### config.mk
export PLATFORM = sky130hd
export DESIGN_NAME = debug_port_auth_ident
export DESIGN_NICKNAME = d
export VERILOG_FILES = /design/src/debug_port_auth_ident.v /design/src/auth_sync.v /design/src/event_arbiter.v
export VERILOG_INCLUDE_DIRS = /design/src /design/src/src
export SDC_FILE = /design/constraint.sdc
export NUM_CORES = 1
export LEC_CHECK = 0
export BUFFER_PORTS_ARGS = -buffer_cell sky130_fd_sc_hd__buf_2
export CORE_ASPECT_RATIO = 1.25
export CORE_MARGIN = 2
export CORE_UTILIZATION = 43
export CTS_BUF_LIST = sky130_fd_sc_hd__clkbuf_2
export DETAILED_ROUTE_END_ITERATION = 8
export HOLD_SLACK_MARGIN = 0.06
export PLACE_DENSITY = 0.84
export SETUP_SLACK_MARGIN = 0.2
export SLEW_MARGIN = 0
export SYNTH_ARGS = -nofsm -noshare
export SYNTH_HDL_FRONTEND = slang
export SYNTH_HIERARCHICAL = 1
export SYNTH_SLANG_ARGS = --single-unit
export TNS_END_PERCENT = 100
### constraint.sdc
create_clock -name clk_in -period 1.4 [get_ports clk_in]
set_input_delay 0.28 -clock clk_in [delete_from_list [all_inputs] [get_ports clk_in]]
set_output_delay 0.28 -clock clk_in [all_outputs]
set_load 0.02 [all_outputs]
### src/dbg_consts.vh
`ifndef DBG_CONSTS_VH
`define DBG_CONSTS_VH

// ************************************
// apb address map, byte offsets in an area
// ************************************
`define AREA_SEL_BIT 12
`define OFS_IDENT_0 12'hFF0
`define OFS_IDENT_1 12'hFF4
`define OFS_IDENT_2 12'hFF8
`define OFS_IDENT_3 12'hFFC
`define IDENT_MASK 12'hFF0
`define OFS_AUTH_STATUS 12'hFB8
`define OFS_EVENT_STATUS 12'h0F0

// ************************************
// field layout
// ************************************
`define IDENT_WIDTH 8
`define AUTH_NS_INV_BIT 0
`define AUTH_NS_NINV_BIT 1
`define AUTH_S_INV_BIT 2
`define AUTH_S_NINV_BIT 3
`define EVT_DEBUG_BIT 0
`define EVT_DRAIN_BIT 1
`define EVT_METHOD_LSB 2
`define EVT_METHOD_MSB 5
`define EVT_SRC_BIT 6
`define EVT_ABORT_BIT 7

// ************************************
// reset values and encodings
// ************************************
`define WORD_ZERO 32'h0000_0000
`define METHOD_RESET 4'h0
`define METHOD_BKPT 4'h1
`define METHOD_EXT_HALT 4'h4
`define METHOD_SYNC_WP 4'hA
`define MODE_NONE 2'b00
`define MODE_HALT 2'b01
`define MODE_MONITOR 2'b10
`define SYNC_DEPTH 2

`endif

### src/debug_port_auth_ident.v
`timescale 1ns/1ps
`include "dbg_consts.vh"

module debug_port_auth_ident #(
  parameter [7:0] IDENT_0_VALUE = 8'hA1, // arbitrary value
  parameter [7:0] IDENT_1_VALUE = 8'hA2, // arbitrary value
  parameter [7:0] IDENT_2_VALUE = 8'hA3, // arbitrary value
  parameter [7:0] IDENT_3_VALUE = 8'hA4  // arbitrary value
) (
  input wire clk_in,
  input wire nrst_in,
  input wire ce_in,
  input wire psel_in,
  input wire penable_in,
  input wire pwrite_in,
  input wire [12:2] debug_apb_address_in,
  input wire access_source_indicator_in,
  input wire [31:0] pwdata_in,
  output reg [31:0] prdata_out,
  output reg pready_out,
  output reg pslverr_out,
  input wire secure_invasive_enable_in,
  input wire invasive_debug_enable_in,
  input wire secure_noninvasive_enable_in,
  input wire noninvasive_debug_enable_in,
  input wire secure_user_invasive_ctrl_in,
  input wire [1:0] mode_select_in,
  input wire secure_in,
  input wire user_mode_in,
  input wire halt_req_in,
  input wire bkpt_in,
  input wire watchpoint_hit_in,
  input wire sync_abort_in,
  input wire cache_maint_in,
  input wire async_abort_pending_in,
  input wire restart_in,
  output reg s_inv_perm_out,
  output reg ns_inv_perm_out,
  output reg s_ninv_perm_out,
  output reg ns_ninv_perm_out,
  output reg event_ignored_out,
  output reg debug_exception_out,
  output reg abort_taken_out,
  output reg debug_state_out,
  output reg [3:0] entry_method_out
);

  // ************************************
  // state encoding
  // ************************************
  localparam [2:0] ST_RUN = 3'b001;
  localparam [2:0] ST_DRAIN = 3'b010;
  localparam [2:0] ST_HALTED = 3'b100;

  // ************************************
  // declarations
  // ************************************
  reg [2:0] state;
  reg [2:0] next_state;
  reg [31:0] next_prdata;
  reg next_pslverr;
  reg last_src_external;
  reg abort_seen;
  reg [3:0] pending_method;
  wire [7:0] ident_rom [0:3];
  wire s_inv;
  wire ns_inv;
  wire s_ninv;
  wire ns_ninv;
  wire inv_sync;
  wire sinv_sync;
  wire act_ignore;
  wire act_exception;
  wire act_enter;
  wire abort_take;
  wire [3:0] method;
  wire access_phase;
  wire in_monitor_area;
  wire [11:0] area_offset;
  wire [1:0] ident_idx;
  wire ev_live;

  // ************************************
  // decode helpers
  // ************************************

  // true when an area offset falls on one of the ident words
  function is_ident;
    input [11:0] ofs;
    begin
      is_ident = ((ofs & `IDENT_MASK) == `OFS_IDENT_0);
    end
  endfunction

  // pack the four permissions in status order
  function [3:0] pack_auth;
    input ns_i;
    input ns_n;
    input s_i;
    input s_n;
    reg [3:0] w;
    begin
      w = 4'h0;
      w[`AUTH_NS_INV_BIT] = ns_i;
      w[`AUTH_NS_NINV_BIT] = ns_n;
      w[`AUTH_S_INV_BIT] = s_i;
      w[`AUTH_S_NINV_BIT] = s_n;
      pack_auth = w;
    end
  endfunction

  // ************************************
  // fixed identification words
  // ************************************
  assign ident_rom[0] = IDENT_0_VALUE;
  assign ident_rom[1] = IDENT_1_VALUE;
  assign ident_rom[2] = IDENT_2_VALUE;
  assign ident_rom[3] = IDENT_3_VALUE;

  // ************************************
  // authentication pins and permissions
  // ************************************
  auth_sync #(
    .N_AUTH(4)
  ) u_auth_sync (
    .clk_in(clk_in),
    .nrst_in(nrst_in),
    .ce_in(ce_in),
    .secure_invasive_enable_in(secure_invasive_enable_in),
    .invasive_debug_enable_in(invasive_debug_enable_in),
    .secure_noninvasive_enable_in(secure_noninvasive_enable_in),
    .noninvasive_debug_enable_in(noninvasive_debug_enable_in),
    .s_inv_out(s_inv),
    .ns_inv_out(ns_inv),
    .s_ninv_out(s_ninv),
    .ns_ninv_out(ns_ninv),
    .invasive_sync_out(inv_sync),
    .secure_inv_sync_out(sinv_sync)
  );

  // ************************************
  // debug event resolution
  // ************************************
  event_arbiter u_event_arbiter (
    .halt_req_in(halt_req_in),
    .bkpt_in(bkpt_in),
    .watchpoint_hit_in(watchpoint_hit_in),
    .sync_abort_in(sync_abort_in),
    .cache_maint_in(cache_maint_in),
    .secure_in(secure_in),
    .user_mode_in(user_mode_in),
    .s_inv_in(s_inv & sinv_sync),
    .ns_inv_in(ns_inv),
    .invasive_in(inv_sync),
    .secure_user_invasive_ctrl_in(secure_user_invasive_ctrl_in),
    .mode_select_in(mode_select_in),
    .act_ignore_out(act_ignore),
    .act_exception_out(act_exception),
    .act_enter_out(act_enter),
    .abort_take_out(abort_take),
    .method_out(method)
  );

  // events count only while the core runs normally
  assign ev_live = (state == ST_RUN);

  // ************************************
  // debug entry state machine
  // ************************************
  always @* begin
    case (state)
      ST_RUN: begin
        if (act_enter)
          next_state = ST_DRAIN;
        else
          next_state = ST_RUN;
      end
      ST_DRAIN: begin
        // wait until no asynchronous abort is still in flight
        if (!async_abort_pending_in)
          next_state = ST_HALTED;
        else
          next_state = ST_DRAIN;
      end
      ST_HALTED: begin
        if (restart_in)
          next_state = ST_RUN;
        else
          next_state = ST_HALTED;
      end
      default: begin
        next_state = ST_RUN;
      end
    endcase
  end

  // state register, outcome pulses and entry method
  always @(posedge clk_in) begin
    if (!nrst_in) begin
      state <= ST_RUN;
      pending_method <= `METHOD_RESET;
      entry_method_out <= `METHOD_RESET;
      debug_state_out <= 1'b0;
      event_ignored_out <= 1'b0;
      debug_exception_out <= 1'b0;
      abort_taken_out <= 1'b0;
      abort_seen <= 1'b0;
    end else if (ce_in) begin
      state <= next_state;
      event_ignored_out <= ev_live & act_ignore;
      debug_exception_out <= ev_live & act_exception;
      abort_taken_out <= ev_live & abort_take;
      if (ev_live & abort_take)
        abort_seen <= 1'b1;
      else if (restart_in & (state == ST_HALTED))
        abort_seen <= 1'b0;
      if (ev_live & act_enter)
        pending_method <= method;
      // debug state is shown only once the drain has finished
      if ((state == ST_DRAIN) & !async_abort_pending_in) begin
        debug_state_out <= 1'b1;
        entry_method_out <= pending_method;
      end else if ((state == ST_HALTED) & restart_in) begin
        debug_state_out <= 1'b0;
      end
    end
  end

  // ************************************
  // permission outputs
  // ************************************
  always @(posedge clk_in) begin
    if (!nrst_in) begin
      s_inv_perm_out <= 1'b0;
      ns_inv_perm_out <= 1'b0;
      s_ninv_perm_out <= 1'b0;
      ns_ninv_perm_out <= 1'b0;
    end else if (ce_in) begin
      s_inv_perm_out <= s_inv;
      ns_inv_perm_out <= ns_inv;
      s_ninv_perm_out <= s_ninv;
      ns_ninv_perm_out <= ns_ninv;
    end
  end

  // ************************************
  // apb slave
  // ************************************
  assign access_phase = psel_in & penable_in & ~pready_out;
  assign in_monitor_area = debug_apb_address_in[`AREA_SEL_BIT];
  assign area_offset = {debug_apb_address_in[11:2], 2'b00};
  assign ident_idx = debug_apb_address_in[3:2];

  // read data and error for the current access
  always @*begin
    next_prdata = `WORD_ZERO;
    next_pslverr = 1'b0;
    if (in_monitor_area) begin
      // monitor area lives elsewhere, so answer with an error
      next_pslverr = 1'b1;
    end else if (!pwrite_in) begin
      if (is_ident(area_offset))
        next_prdata[`IDENT_WIDTH-1:0] = ident_rom[ident_idx];
      else if (area_offset == `OFS_AUTH_STATUS)
        next_prdata[3:0] = pack_auth(ns_inv, ns_ninv, s_inv, s_ninv);
      else if (area_offset == `OFS_EVENT_STATUS) begin
        next_prdata[`EVT_DEBUG_BIT] = debug_state_out;
        next_prdata[`EVT_DRAIN_BIT] = (state == ST_DRAIN);
        next_prdata[`EVT_METHOD_MSB:`EVT_METHOD_LSB] = entry_method_out;
        next_prdata[`EVT_SRC_BIT] = last_src_external;
        next_prdata[`EVT_ABORT_BIT] = abort_seen;
      end
    end
    // writes to ident words are dropped, nothing here stores them
  end

  // one wait state per access, answer registered
  always @(posedge clk_in) begin
    if (!nrst_in) begin
      pready_out <= 1'b0;
      pslverr_out <= 1'b0;
      prdata_out <= `WORD_ZERO;
      last_src_external <= 1'b0;
    end else if (ce_in) begin
      pready_out <= access_phase;
      if (access_phase) begin
        pslverr_out <= next_pslverr;
        prdata_out <= next_prdata;
        last_src_external <= access_source_indicator_in;
      end else begin
        pslverr_out <= 1'b0;
        prdata_out <= `WORD_ZERO;
      end
    end
  end

  // pwdata_in has no storage target: all mapped words are read-only
  // an async abort meeting a watchpoint is not linked to it here

endmodule // debug_port_auth_ident

### src/auth_sync.v
`timescale 1ns/1ps
`include "dbg_consts.vh"

module auth_sync #(
  parameter N_AUTH = 4
) (
  input wire clk_in,
  input wire nrst_in,
  input wire ce_in,
  input wire secure_invasive_enable_in,
  input wire invasive_debug_enable_in,
  input wire secure_noninvasive_enable_in,
  input wire noninvasive_debug_enable_in,
  output reg s_inv_out,
  output reg ns_inv_out,
  output reg s_ninv_out,
  output reg ns_ninv_out,
  output reg invasive_sync_out,
  output reg secure_inv_sync_out
);

  wire [N_AUTH-1:0] raw;
  wire [N_AUTH-1:0] synced;

  assign raw = {secure_invasive_enable_in, invasive_debug_enable_in,
                secure_noninvasive_enable_in, noninvasive_debug_enable_in};

  // ************************************
  // two flop synchronisers, one per pin
  // ************************************
  genvar g;
  generate
    for (g = 0; g < N_AUTH; g = g + 1) begin : g_sync
      reg meta;
      reg stable;
      always @(posedge clk_in) begin
        if (!nrst_in) begin
          meta <= 1'b0;
          stable <= 1'b0;
        end else if (ce_in) begin
          meta <= raw[g];
          stable <= meta;
        end
      end
      assign synced[g] = stable;
    end
  endgenerate

  // ************************************
  // permission decode from clean levels
  // ************************************
  always @(posedge clk_in) begin
    if (!nrst_in) begin
      s_inv_out <= 1'b0;
      ns_inv_out <= 1'b0;
      s_ninv_out <= 1'b0;
      ns_ninv_out <= 1'b0;
      invasive_sync_out <= 1'b0;
      secure_inv_sync_out <= 1'b0;
    end else if (ce_in) begin
      s_inv_out <= synced[3] & synced[2];
      ns_inv_out <= synced[2];
      s_ninv_out <= (synced[3] | synced[1]) & (synced[2] | synced[0]);
      ns_ninv_out <= synced[2] | synced[0];
      invasive_sync_out <= synced[2];
      secure_inv_sync_out <= synced[3];
    end
  end

endmodule // auth_sync

### src/event_arbiter.v
`timescale 1ns/1ps
`include "dbg_consts.vh"

module event_arbiter (
  input wire halt_req_in,
  input wire bkpt_in,
  input wire watchpoint_hit_in,
  input wire sync_abort_in,
  input wire cache_maint_in,
  input wire secure_in,
  input wire user_mode_in,
  input wire s_inv_in,
  input wire ns_inv_in,
  input wire invasive_in,
  input wire secure_user_invasive_ctrl_in,
  input wire [1:0] mode_select_in,
  output reg act_ignore_out,
  output reg act_exception_out,
  output reg act_enter_out,
  output reg abort_take_out,
  output reg [3:0] method_out
);

  reg wp_live;
  reg sw_event;
  reg [1:0] eff_mode;
  reg halt_ok;
  reg mon_ok;

  // ************************************
  // one outcome per event
  // ************************************
  always @* begin
    abort_take_out = sync_abort_in;
    // abort wins over a watchpoint; maintenance never watches
    wp_live = watchpoint_hit_in & ~cache_maint_in & ~sync_abort_in;
    sw_event = bkpt_in | wp_live;
    eff_mode = invasive_in ? mode_select_in : `MODE_NONE;
    if (secure_in & user_mode_in) begin
      halt_ok = s_inv_in;
      mon_ok = s_inv_in | (invasive_in & secure_user_invasive_ctrl_in);
    end else if (secure_in) begin
      halt_ok = s_inv_in;
      mon_ok = s_inv_in;
    end else begin
      halt_ok = ns_inv_in;
      mon_ok = ns_inv_in;
    end
    act_ignore_out = 1'b0;
    act_exception_out = 1'b0;
    act_enter_out = 1'b0;
    method_out = `METHOD_RESET;
    if (halt_req_in) begin
      method_out = `METHOD_EXT_HALT;
      // halting events ignored without invasive enable
      if (invasive_in & halt_ok)
        act_enter_out = 1'b1;
      else
        act_ignore_out = 1'b1;
    end else if (sw_event) begin
      // watchpoints always report the synchronous code
      method_out = wp_live ? `METHOD_SYNC_WP : `METHOD_BKPT;
      if ((eff_mode == `MODE_HALT) & halt_ok)
        act_enter_out = 1'b1;
      else if ((eff_mode == `MODE_MONITOR) & mon_ok)
        act_exception_out = 1'b1;
      else
        act_ignore_out = 1'b1;
    end
  end

endmodule // event_arbiter

Word-level counts from Yosys, hierarchy flattened:

Index checks and enable logic that the tools add are counted.

* output and inout port bits: 46
* bits in registers: 68
* input bits: 66
* logic and storage cells: 111

* equal/unequal tests: 8
* bitwise gates (word level): 26
* muxes and demuxes: 39
* reductions and logical operators: 8
* magnitude comparators: 1

Operators by type and width (count)
* two-way mux 8 bit: 7
* two-way mux 1 bit: 21
* two-way mux 4 bit: 5
* bitwise AND 1 bit: 18
* binary-select mux 8 bit (select 2 bit): 1
* equality test 10 bit, second input constant: 1
* equality test 10 x 6 -> 1 bit, second input constant: 1
* AND reduction 2 bit: 5
* case mux 3 bit (3 select lines): 1
* equality test 8 bit, second input constant: 1
* two-way mux 3 bit: 2
* two-way mux 2 bit: 2
* OR 1 bit: 4
* nonzero test 2 bit: 2
* equality test 3 x 1 -> 1 bit, second input constant: 1
* equality test 3 x 2 -> 1 bit, second input constant: 1
* equality test 3 bit, second input constant: 1
* greater-or-equal comparator 3 bit, second input constant: 1
* inverter 1 bit: 3
* inverter 2 -> 3 bit: 1
* equality test 2 x 1 -> 1 bit, second input constant: 1
* equality test 2 bit, second input constant: 1
* zero test 1 bit: 1

Depth between registers and ports, before layout:

* depth after elaboration: 9
* mapped depth: 7
* gate-level depth less buffers: 7

By module:

The synthesis kept the hierarchy.

By module, submodules not included
* debug_port_auth_ident: area each 1624.1 sq um, instances 1, cells an instance 178
* auth_sync: area each 511.7 sq um, instances 1, cells an instance 47
* event_arbiter: area each 163.9 sq um, instances 1, cells an instance 23

Worst setup path before layout:

No wires, ideal clock.

* path kind: input port to flip-flop
* start point: input port halt_req_in
* end point: register state[0]
* data required time: 1275 ps
* path slack: -105 ps
* arrival time: 1380 ps
* cell stages on the path: 6
* library setup time: 125 ps
* path buffers: 0
* cells stage by stage: nor4b_4 -> o21ai_0 -> a21oi_1 -> a31oi_1 -> o22ai_1 -> nand2_1

* word-level cells in the longest chain between the ends: 3

RTL lines
* start, declared: RTL line debug_port_auth_ident.v:30 `input wire halt_req_in,`
* two-way mux 1 bit: RTL line event_arbiter.v:53 `if (halt_req_in) begin`
* net act_enter: RTL line debug_port_auth_ident.v:74 `wire act_enter;`
* two-way mux 2 bit: RTL line debug_port_auth_ident.v:173 `if (act_enter)`
* case mux 3 bit (3 select lines): RTL line debug_port_auth_ident.v:171 `case (state)`
* end signal, assigned: RTL line debug_port_auth_ident.v:209 `state <= next_state;`
* end, declared: RTL line debug_port_auth_ident.v:58 `reg [2:0] state;`

The timed path passes the listed nets, and every way through them passes these cells.
A chain may end at the register's enable or synchronous reset.

Worst setup path in the final report:

* start point: register u_auth_sync.secure_inv_sync_out
* end point: register pending_method[0]

* word-level cells in the longest chain between the ends: 9

RTL lines
* start, declared: RTL line auth_sync.v:19 `output reg secure_inv_sync_out`
* start signal, assigned: RTL line auth_sync.v:66 `secure_inv_sync_out <= synced[3];`
* bitwise AND 1 bit *: RTL line debug_port_auth_ident.v:152 `.s_inv_in(s_inv & sinv_sync),`
* two-way mux 1 bit: RTL line event_arbiter.v:42 `end else if (secure_in) begin`
* two-way mux 1 bit *: RTL line event_arbiter.v:39 `if (secure_in & user_mode_in) begin`
* bitwise AND 1 bit: RTL line event_arbiter.v:63 `` if ((eff_mode == `MODE_HALT) & halt_ok) ``
* two-way mux 1 bit: RTL line event_arbiter.v:63
* two-way mux 1 bit: RTL line event_arbiter.v:60 `end else if (sw_event) begin`
* two-way mux 1 bit *: RTL line event_arbiter.v:53
* net act_enter: RTL line debug_port_auth_ident.v:74
* bitwise AND 1 bit *: RTL line debug_port_auth_ident.v:217 `if (ev_live & act_enter)`
* AND reduction 2 bit (no source line) *
* end signal, assigned: RTL line debug_port_auth_ident.v:201 `` pending_method <= `METHOD_RESET; ``
* end signal, assigned: RTL line debug_port_auth_ident.v:218 `pending_method <= method;`
* end, declared: RTL line debug_port_auth_ident.v:64 `reg [3:0] pending_method;`

Mark *: on every way through the listed nets, which the timed path passes. The rest lies on a longest branch.

==> impl_metrics.csv <==
group,metric,value,unit
clocking,cts.sinks,44,
die,dieArea,0.00595,mm^2
power_and_ir_drop,ir_drop,706,uV
synthesis,ys_types,54,
setup_path,r2r_slack,0.05,ns
drt,routed_wirelength,4870,um
placed_design,hpwlAfterDp,3600,um
placed_design,port_buffers,55,
outcome,status,"finished clean",
timing,max_freq,0.743,GHz
synthesis,yosysSeqAreaShare,38.3,%
setup_path,reg2reg_depth,7,
worst_hold_path,hold_class,"input pin to flip-flop",
die,boundaryPins,112,
synthesis,async_reset_ff_share,0,%
clocking,cts_buffers,5,
power_and_ir_drop,internal_power,0.00154,W
cells_and_area,final-seq-area,920,um^2
timing,fin_skew,0.0220,ns
grt,grt_pass1_vias,1808,
power_and_ir_drop,combinationalPowerShare,15.0,%
setup_path,r2r_start,"u_auth_sync/secure_inv_sync_out",
synthesis,ys.flop_type,"dfxtp_1",
drt,drtIter0Drc,69,
cells_and_area,nets,389,
synthesis,synth_top_area_share,38.3,%
setup_path,required,1.76,ns
power_and_ir_drop,p_leak,1.29,nW
timing,grt_setup_unrepaired,"yes",
cells_and_area,n_fill_cell,449,
grt,grt_max_degree,19,
flow_run,cap_violations,0,
timing,hold_ws,0.113,ns
clocking,cts_tree,"done",
power_and_ir_drop,p_total,0.00213,W
placed_design,place_area,0.00258,mm^2
synthesis,yosys_warnings,6,
synthesis,synth_cells,248,
timing,setup_viol,0,
synthesis,synth_area_leader_cell,"dfxtp_1",
die,die_h,85.8,um
cells_and_area,n_antenna_cell,0,
cells_and_area,multi_input_area,0.00129,mm^2
drt,firstDrtPassIters,4,
setup_path,r2r-end,"pending_method[0]",
grt,grt_usage,16.5,%
timing,hold_violations,0,
die,initial_core_util,44.9,%
setup_path,worst-path-max-fanout,5,
synthesis,synth_edf_count,0,
clocking,cts_hold_buf,0,
cells_and_area,layout_common_cells,"buf_2, buf_6, dfxtp_2",
grt,antenna_found_initial,0,
timing,period_minus_slack,1.35,ns
die,core_area,0.00512,mm^2
clocking,htree_levels,2,
placed_design,gp_congestion,0.811,
drt,via_per_inst,4.97,
clocking,path_clk_slew,0.20,ns
drt,drc,0,
setup_path,worstSetupStartpointType,"flip-flop",
timing,slew_violations,0,
power_and_ir_drop,p_per_area,720,mW/mm^2
setup_path,cp-end-kind,"flip-flop",
setup_path,crit_type,"flip-flop to flip-flop",
clocking,cts_buffer_depth,2,
die,die_w,69.4,um
setup_path,crit_end,"pending_method[0]",
power_and_ir_drop,swShare,27.8,%
power_and_ir_drop,netSwitchingPower,0.000593,W
drt,vias,1902,
timing,finalSetupTns,0,ns
die,row_count,29,
clocking,root_buffer,"clkbuf_2",
clocking,clk_latency,0.41,ns
setup_path,critPathArrivalTime,1.71,ns
power_and_ir_drop,seq_power_share,60.5,%
drt,wire_per_inst,12.7,um
cells_and_area,drive_gt1_share,43.6,%
cells_and_area,layout_commonest_cell,"buf_2",
cells_and_area,area.growth.synth_to_final,28.9,%
timing,fin_crit_sh,96.2,%
synthesis,synth.avg_cell_area,9.27,um^2
synthesis,ys_ff_latch,44,
drt,ant_nets,0,
synthesis,yosys-top-cells-area,"dfxtp_1, buf_4, mux2i_1",
grt,grt_pass1_wl,8000,um
synthesis,mappedNetlistArea,0.00230,mm^2
power_and_ir_drop,p_clk_share,24.5,%
cells_and_area,final_cell_area,0.00296,mm^2
setup_path,crit_path_start,"u_auth_sync/secure_inv_sync_out",
grt,grt-ovfl-total,0,
## layer usage
metal  vias up  part of all wire, %  GRT usage (%)
li1        951                    -              -
met1       892                   39           17.9
met2        52                   54           30.9
met3         7                  5.7           4.82
met4         0                  1.5           4.81
met5         -                    0              0
## synthesized netlist by cell type (4+ instances only)
library cell,number
a21boi_0,9
buf_4,29
nand2_1,17
dfxtp_1,44
mux2i_1,20
nand2b_1,4
a21oi_1,11
inv_1,7
nor2b_1,20
nand3_1,6
nor2_1,17
## power groups by stage
stage                     Combinational (W)  Sequential, W  Clock, W
after floorplan                    0.000248        0.00132         0
after global placement             0.000288        0.00132         0
after detailed placement           0.000295        0.00132         0
after CTS                          0.000310        0.00129  0.000527
after global routing               0.000348        0.00130  0.000578
final                              0.000320        0.00129  0.000522
## worst min path at each step
| stage | start | end | slack, ns | cells after the start |
|---|---|---|---|---|
| 6_report | noninvasive_debug_enable_in | u_auth_sync/g_sync[0].meta | 0.11 | 3 |
| 3_3_place_gp | prdata_out[5] | prdata_out[5] | 0.44 | 2 |
| 5_1_grt | noninvasive_debug_enable_in | u_auth_sync/g_sync[0].meta | 0.09 | 3 |
| 2_1_floorplan | noninvasive_debug_enable_in | u_auth_sync/g_sync[0].meta | 0.43 | 2 |
| 4_1_cts | invasive_debug_enable_in | u_auth_sync/g_sync[2].meta | 0.09 | 3 |
| 3_5_place_dp | prdata_out[5] | prdata_out[5] | 0.44 | 2 |
## state kept, by name, indices dropped and copies added, names as in the netlist, 3 cells and up
name and cells:
prdata_out 8, entry_method_out 4, pending_method 4, u_auth_sync/g_sync.meta 4
u_auth_sync/g_sync.stable 4, state 3
## what timing repair did
action	in CTS	in global routing
setup buffers	9	2
setup endpoints to repair	44	44
pin swaps	5	12
resized for setup	70	21
cloned	0	0
## critical path, stage by stage, from the launching register on
cell and delay, ns:
dfxtp_2 0.38, and2_4 0.16, mux2i_4 0.07, nand2b_4 0.15, a21oi_4 0.19, buf_6 0.14
nand3_2 0.07, a21boi_2 0.14
## logic make-up after synthesis
logic type / Yosys count / synth area share [%]
flops: 44 / 38.3
fa+ha+maj: 3 / 1.63
compound gates: 46 / 14.3
other cells: 1 / 0.163
buf+inv: 45 / 13.3
simple gates: 89 / 23.6
mux: 20 / 8.71
## per-stage QoR
stage | worst slack, ns | util [%] | cells
CTS | 0.0812 | 56.1 | 381
floorplan | 0.0356 | - | 271
detailed placement | -0.152 | 50.5 | 364
finish | 0.0532 | 57.9 | 383
global route | -0.0212 | 57.9 | 383
global placement | -0.104 | 50.5 | 364
## cell type report
class,instances,share of cell area (%)
Clock inverter,1,0.127
Multi-Input combinational cell,182,43.4
Tap cell,62,2.62
Timing Repair Buffer,80,20.8
Inverter,7,0.886
Sequential cell,44,31.0
Clock buffer,7,1.18
(Power assumes the default switching activity.)
